### src/rtl/atb_consts.vh
// Purpose: constants for the area translation buffer
// Assumes: 32-bit entries, four match/translate pairs
// Notes: definitions only
`ifndef ATB_CONSTS_VH
`define ATB_CONSTS_VH
// register selects on the special-register port
`define ATB_SEL_MATCH 1'b0
`define ATB_SEL_XLAT 1'b1
// match entry fields
`define ATB_M_TAG_HI 31
`define ATB_M_TAG_LO 10
`define ATB_M_SIZE 5
`define ATB_M_CTX_HI 4
`define ATB_M_CTX_LO 1
`define ATB_M_VALID 0
// match entry reset value of the low control bits
`define ATB_M_CTRL_RST 6'h00
// area sizes as address bit counts (16 Mbyte, 32 Gbyte)
`define ATB_AREA_SMALL_BITS 24
`define ATB_AREA_LARGE_BITS 35
// translate entry fields
`define ATB_T_PFN_HI 31
`define ATB_T_PFN_LO 10
`define ATB_T_UW 9
`define ATB_T_UR 8
`define ATB_T_SW 7
`define ATB_T_SR 6
`define ATB_T_DIRTY 5
`define ATB_T_ACC 4
`define ATB_T_WOM 3
`define ATB_T_WBC 2
`define ATB_T_CI 1
`define ATB_T_CC 0
`endif

### src/rtl/atb_match.v
// Purpose: one match comparator for an area entry
// Assumes: 32-bit effective address, area masks from size select
// Notes: purely combinational
`timescale 1ns/1ps
`include "atb_consts.vh"
module atb_match (
  // stored match entry
  input wire [31:0] i_entry,
  // lookup request
  input wire [31:0] i_effective_address,
  input wire [3:0] i_current_context_field,
  // result
  output wire o_hit
);
  // mask of compared address bits: a 16 Mbyte area compares 31..24,
  // a 32 Gbyte area exceeds the 32-bit space so no address bit compares
  wire [31:0] small_mask;
  wire [31:0] cmp_mask;
  wire addr_eq;
  wire ctx_eq;
  assign small_mask = {32{1'b1}} << `ATB_AREA_SMALL_BITS;
  assign cmp_mask = i_entry[`ATB_M_SIZE] ? 32'h00000000 : small_mask;
  // tag field compared within the selected area size
  assign addr_eq = ((i_entry ^ i_effective_address) & cmp_mask &
                    32'hFFFFFC00) == 32'h00000000;
  assign ctx_eq = i_entry[`ATB_M_CTX_HI:`ATB_M_CTX_LO] ==
                  i_current_context_field;
  assign o_hit = i_entry[`ATB_M_VALID] & addr_eq & ctx_eq;
endmodule // atb_match

### src/rtl/atb_top.v
// Purpose: area translation buffer with match and translate pairs
// Assumes: core drives special-register moves and lookups on i_mclk
// Notes: lookup result is registered, one cycle after the request
`timescale 1ns/1ps
`include "atb_consts.vh"
module atb_top #(
  parameter ENTRIES = 4,
  parameter IDX_W = 2,
  parameter HAS_CONTEXT = 1
) (
  // clock, reset, enable
  input wire i_mclk,
  input wire i_reset,
  input wire i_ce,
  // special-register move port
  input wire i_spr_supervisor,
  input wire i_spr_write,
  input wire i_spr_read,
  input wire i_spr_sel,
  input wire [IDX_W-1:0] i_spr_index,
  input wire [31:0] i_spr_wdata,
  output reg [31:0] o_spr_rdata,
  output reg o_spr_denied,
  // lookup request from fetch or load/store
  input wire i_lookup,
  input wire i_store,
  input wire i_user_mode,
  input wire [31:0] i_effective_address,
  input wire [3:0] i_current_context_field,
  // lookup answer
  output reg o_area_hit,
  output reg o_access_fault,
  output reg [31:0] o_physical_address,
  output reg o_coherency_enforce,
  output reg o_cache_inhibit,
  output reg o_writeback_select,
  output reg o_weak_ordering_select
);
  // storage
  reg [31:0] area_match_entry [0:ENTRIES-1];
  reg [31:0] data_area_translate_entry [0:ENTRIES-1];
  // per-entry hit vector
  wire [ENTRIES-1:0] hit_vec;
  // effective context, zero when fast context switching is absent
  wire [3:0] ctx_in;
  // single-hit decode
  reg [IDX_W-1:0] hit_idx;
  reg [IDX_W:0] hit_cnt;
  reg [31:0] sel_t;
  reg [31:0] sel_m;
  reg [31:0] next_pa;
  reg allowed;
  wire one_hit;
  wire spr_ok;
  integer k;
  genvar g;

  assign ctx_in = HAS_CONTEXT ? i_current_context_field : 4'h0;
  assign spr_ok = i_spr_supervisor;

  // one comparator per entry
  generate
    for (g = 0; g < ENTRIES; g = g + 1) begin : g_cmp
      atb_match u_match (
        .i_entry(area_match_entry[g]),
        .i_effective_address(i_effective_address),
        .i_current_context_field(ctx_in),
        .o_hit(hit_vec[g])
      );
    end
  endgenerate

  // count hits and pick the hitting entry
  always @* begin
    hit_idx = {IDX_W{1'b0}};
    hit_cnt = {(IDX_W+1){1'b0}};
    for (k = 0; k < ENTRIES; k = k + 1) begin
      if (hit_vec[k]) begin
        hit_idx = k[IDX_W-1:0];
        hit_cnt = hit_cnt + {{IDX_W{1'b0}}, 1'b1};
      end
    end
  end

  assign one_hit = (hit_cnt == {{IDX_W{1'b0}}, 1'b1});

  // form translated address and check permissions
  always @* begin
    sel_t = data_area_translate_entry[hit_idx];
    sel_m = area_match_entry[hit_idx];
    // keep offset bits inside the area, replace the page bits
    if (sel_m[`ATB_M_SIZE]) begin
      next_pa = i_effective_address; // whole space is the area
    end else begin
      next_pa = {sel_t[31:`ATB_AREA_SMALL_BITS],
                 i_effective_address[`ATB_AREA_SMALL_BITS-1:0]};
    end
    // pick the allow bit for mode and direction
    case ({i_user_mode, i_store})
      2'b11: allowed = sel_t[`ATB_T_UW];
      2'b10: allowed = sel_t[`ATB_T_UR];
      2'b01: allowed = sel_t[`ATB_T_SW];
      default: allowed = sel_t[`ATB_T_SR];
    endcase
  end

  // register file and accessed/dirty update
  always @(posedge i_mclk) begin
    if (i_reset) begin
      for (k = 0; k < ENTRIES; k = k + 1) begin
        // tag left as is; control bits cleared so all invalid
        area_match_entry[k][5:0] <= `ATB_M_CTRL_RST;
        // reserved bits 9..6 always read as zero, so clear them too
        area_match_entry[k][9:6] <= 4'h0;
      end
    end else if (i_ce) begin
      // hardware marks page accessed and, on store, modified
      if (i_lookup && one_hit && allowed) begin
        data_area_translate_entry[hit_idx][`ATB_T_ACC] <= 1'b1;
        if (i_store) begin
          data_area_translate_entry[hit_idx][`ATB_T_DIRTY] <= 1'b1;
        end
      end
      // software write after so a move overrides the marks
      if (i_spr_write && spr_ok) begin
        if (i_spr_sel == `ATB_SEL_MATCH) begin
          area_match_entry[i_spr_index] <= {i_spr_wdata[31:10], 4'h0,
            i_spr_wdata[5], HAS_CONTEXT ? i_spr_wdata[4:1] : 4'h0,
            i_spr_wdata[0]};
        end else begin
          data_area_translate_entry[i_spr_index] <= i_spr_wdata;
        end
      end
    end
  end

  // register read and denial flag
  always @(posedge i_mclk) begin
    if (i_reset) begin
      o_spr_rdata <= 32'h00000000;
      o_spr_denied <= 1'b0;
    end else if (i_ce) begin
      o_spr_denied <= (i_spr_read | i_spr_write) & ~spr_ok;
      if (i_spr_read && spr_ok) begin
        if (i_spr_sel == `ATB_SEL_MATCH) begin
          o_spr_rdata <= area_match_entry[i_spr_index];
        end else begin
          o_spr_rdata <= data_area_translate_entry[i_spr_index];
        end
      end else begin
        o_spr_rdata <= 32'h00000000; // no read: zero
      end
    end
  end

  // lookup answer, one cycle after request
  always @(posedge i_mclk) begin
    if (i_reset) begin
      o_area_hit <= 1'b0;
      o_access_fault <= 1'b0;
      o_physical_address <= 32'h00000000;
      o_coherency_enforce <= 1'b0;
      o_cache_inhibit <= 1'b0;
      o_writeback_select <= 1'b0;
      o_weak_ordering_select <= 1'b0;
    end else if (i_ce) begin
      o_area_hit <= i_lookup & one_hit;
      o_access_fault <= i_lookup & one_hit & ~allowed;
      if (i_lookup && one_hit) begin
        o_physical_address <= next_pa;
        o_coherency_enforce <= sel_t[`ATB_T_CC];
        o_cache_inhibit <= sel_t[`ATB_T_CI];
        o_writeback_select <= sel_t[`ATB_T_WBC];
        o_weak_ordering_select <= sel_t[`ATB_T_WOM];
      end else begin
        // pass-through address, attributes cleared
        o_physical_address <= i_effective_address;
        o_coherency_enforce <= 1'b0;
        o_cache_inhibit <= 1'b0;
        o_writeback_select <= 1'b0;
        o_weak_ordering_select <= 1'b0;
      end
    end
  end
endmodule // atb_top

### config.mk
export PLATFORM = sky130hd
export DESIGN_NAME = atb_top
export DESIGN_NICKNAME = d
export VERILOG_FILES = /design/src/rtl/atb_match.v /design/src/rtl/atb_top.v
export VERILOG_INCLUDE_DIRS = /design/src /design/src/rtl
export SDC_FILE = /design/constraint.sdc
export NUM_CORES = 1
export LEC_CHECK = 0
export ABC_AREA = 1
export ABC_CLOCK_PERIOD_IN_PS = 2700
export BUFFER_PORTS_ARGS = -buffer_cell sky130_fd_sc_hd__buf_2
export CAP_MARGIN = 20
export CORE_MARGIN = 1
export CORE_UTILIZATION = 30
export CTS_CLUSTER_DIAMETER = 50
export DETAILED_ROUTE_END_ITERATION = 12
export GPL_TIMING_DRIVEN = 0
export HOLD_SLACK_MARGIN = 0.12
export PLACE_DENSITY_LB_ADDON = 0.05
export SLEW_MARGIN = 10
export SYNTH_ARGS = -nofsm -noshare
export SYNTH_HDL_FRONTEND = slang
export SYNTH_HIERARCHICAL = 1
export SYNTH_SLANG_ARGS = --single-unit
### constraint.sdc
create_clock -name i_mclk -period 2.7 [get_ports i_mclk]
set_input_delay 0.27 -clock i_mclk [delete_from_list [all_inputs] [get_ports i_mclk]]
set_output_delay 0.27 -clock i_mclk [all_outputs]
set_load 0.05 [all_outputs]
==> results.sh <==
export IMPL_status="finished, violations left"
export IMPL_violations="setup timing"
export IMPL_drive_gt1_share_pct=22.4
export IMPL_drt_iter0_markers=804
export IMPL_max_stage_delay_ps=450
export IMPL_track_usage_pct=21.4
export IMPL_fp_dieW_um=214
export IMPL_layout_min_cycle_time_ps=3060
export IMPL_clk_latency_ps=580
export IMPL_ant_nets=0
export IMPL_cp_common_cell="nand2_2"
export IMPL_initial_core_util_pct=30.4
export IMPL_clk_path_buf_depth=3
export IMPL_synth_area_um2=13400
export IMPL_syn2layout_area_growth_pct=33.7
export IMPL_drt_wl_total_mm=49.0
export IMPL_drt_pass1_iter_count=8
export IMPL_root_buffer="clkbuf_16"
export IMPL_row_count=77
export IMPL_grt_pass1_vias=10300
export IMPL_cp_cell_sequence="nand2_2, o21ai_2, nor3_2, nand2_2, nor2_4, clkinvlp_4, ha_4, xor2_4, ha_2, nand3b_1, nand2_2, nand3_2, clkinv_4, buf_12, buf_12, nand2_4, o211ai_4, nand2_1"
export IMPL_worstSetupEndpointType="register"
export IMPL_hold_viol_final=0
export IMPL_coreArea_um2=44200
export IMPL_avgSynthCellArea_um2=9.88
export IMPL_cp_required_ps=3160
export IMPL_drc_errors=0
export IMPL_grt_pass1_wl_mm=69.3
export IMPL_start_kind="register"
export IMPL_grt_setup_unrepaired="true"
export IMPL_stdcell_area_um2=18000
export IMPL_num_vias=10900
export IMPL_wl_per_cell_um=21.3
export IMPL_fin_skew_ps=24.7
export IMPL_p_per_area_nw_per_um2=682
export IMPL_setup_viol=38
export IMPL_syn_num_nets=1443
export IMPL_die_area_um2=45600
export IMPL_cap_violations=0
export IMPL_cts_buffers=45
export IMPL_clk_pin_slew_ps=50
export IMPL_synthCells=1360
export IMPL_diodes=0
export IMPL_critPathMaxFanout=5
export IMPL_gp_congestion=0.821
export IMPL_grt_overflow_total=0
export IMPL_finalNetCount=1754
export IMPL_path_class="register to register"
export IMPL_worst_slack_ps=-362
export IMPL_antenna_found_initial=2
export IMPL_cts_sinks=311
export IMPL_ios=151
export IMPL_port_buffers=150
export IMPL_grt_start_max_net_pins=21
export IMPL_htreeDepth=2
export IMPL_maxSlewHeadroom_pct=25.1
export IMPL_dp_hpwl_mm=32.1
export IMPL_yosysWarnings=6
export IMPL_leakage_uw=0.00766
export IMPL_cp_arrival_ps=3520
export IMPL_viasPerCell=4.75
export IMPL_setup_tns_ps=-7850
export IMPL_maxSlewViolCount=0
export IMPL_period_share_pct=113
export IMPL_tritoncts="yes"
export IMPL_hp_class="primary input to register"
export IMPL_max_freq_mhz=327
export IMPL_cp_slowest_cell="edfxtp_1"
export IMPL_vdd_drop_max_v=0.000495
export IMPL_worstMarginPinSlew_ps=1120
export IMPL_placed_area_um2=15200
export IMPL_die_h_um=214
path summary, 6_finish.rpt:
check | startpoint | to | slack [ps] | depth (start not counted)
hold reg to reg | o_physical_address[9]$_SDFFE_PP0P_ | o_physical_address[9]$_SDFFE_PP0P_ | 470 | 2
hold / removal | i_spr_sel | o_spr_rdata[4]$_SDFFE_PP0P_ | 180 | 6
setup / recovery | area_match_entry[1][4]$_SDFFCE_PN0P_ | o_physical_address[28]$_SDFFE_PP0P_ | -360 | 18
setup reg to reg | area_match_entry[1][4]$_SDFFCE_PN0P_ | o_physical_address[28]$_SDFFE_PP0P_ | -360 | 18
routing by layer:
metal | track usage, % | share of wire (%) | vias to the layer above
met4 | 8.28 | 3.1 | 2
met3 | 3.81 | 5.3 | 86
met2 | 35.9 | 48 | 307
met1 | 27.5 | 43 | 5270
li1 | - | - | 5257
met5 | 0 | 0.027 | -
registers in the layout, summed over array words and instances (netlist names):
signal and flops:
area_match_entry 112, data_area_translate_entry 128, o_access_fault 1, o_area_hit 1
o_cache_inhibit 1, o_coherency_enforce 1, o_physical_address 32, o_spr_denied 1
o_spr_rdata 32, o_weak_ordering_select 1, o_writeback_select 1
cells in the final DEF (no fill, tap or decap), types with 6 or more instances in the layout:
cell           count
clkbuf_16         47
o21ai_1            7
a22oi_1           57
nand3_2           16
clkinv_2           8
o2111ai_1          7
nand2_2           15
edfxtp_1         232
inv_2             12
buf_2            164
buf_4             30
nand2_1          383
inv_1            153
a21oi_1           45
nor2_1            62
o21ai_0           53
nand4_1           25
buf_1             10
nand3_1           77
nand2_4            6
buf_12             9
nor2_2             6
dlygate4sd3_1     69
clkbuf_1          31
dfxtp_1           79
nor2_4            15
area by class of cell:
cell class | count | area [µm²]
fill | 4368 | 26200
sequential | 311 | 8550
multi-input combinational | 831 | 4320
timing repair buffer | 261 | 1960
clock buffer | 55 | 1230
tap | 592 | 741
inverter | 169 | 646
clock inverter | 28 | 294
buffer | 52 | 240
power breakdown:
part	leakage (µW)	switching [µW]	total [µW]	internal, µW
clock	0.000753	2300	5950	3650
combinational	0.00416	691	1010	315
sequential	0.00275	57.9	5300	5240
metrics by stage:
step           setup slack (ps)  cells  power (µW)  util [%]  hold WS (ps)
6_report                   -362   2299       12300      40.6           179
5_1_grt                    -460   2299       12700      40.6           217
4_1_cts                    -337   2274       12400      40.0           143
3_5_place_dp               -888   2110        6290      34.3           460
3_3_place_gp              -2510   2102        6280      33.8           456
2_1_floorplan              21.2   1360        5890         -           369
timing repair:
action	CTS	global route
setup buffers	10	23
cloned	2	2
endpoints found under the setup margin	22	77
hold buffers	69	0
pin swaps	22	25
resized for setup	37	19
endpoints found under the hold margin	248	0
worst max-delay path, delay by kind of cell, from the launching register on:
family	cells	cell delay, ps
and+or+nand+nor	9	1060
buffers and inverters	4	510
AOI/OAI and AO/OA	2	130
xor gates and xnor gates	1	150
DFF	1	450
adders and majority gates	2	600
(Power assumes the default switching activity.)
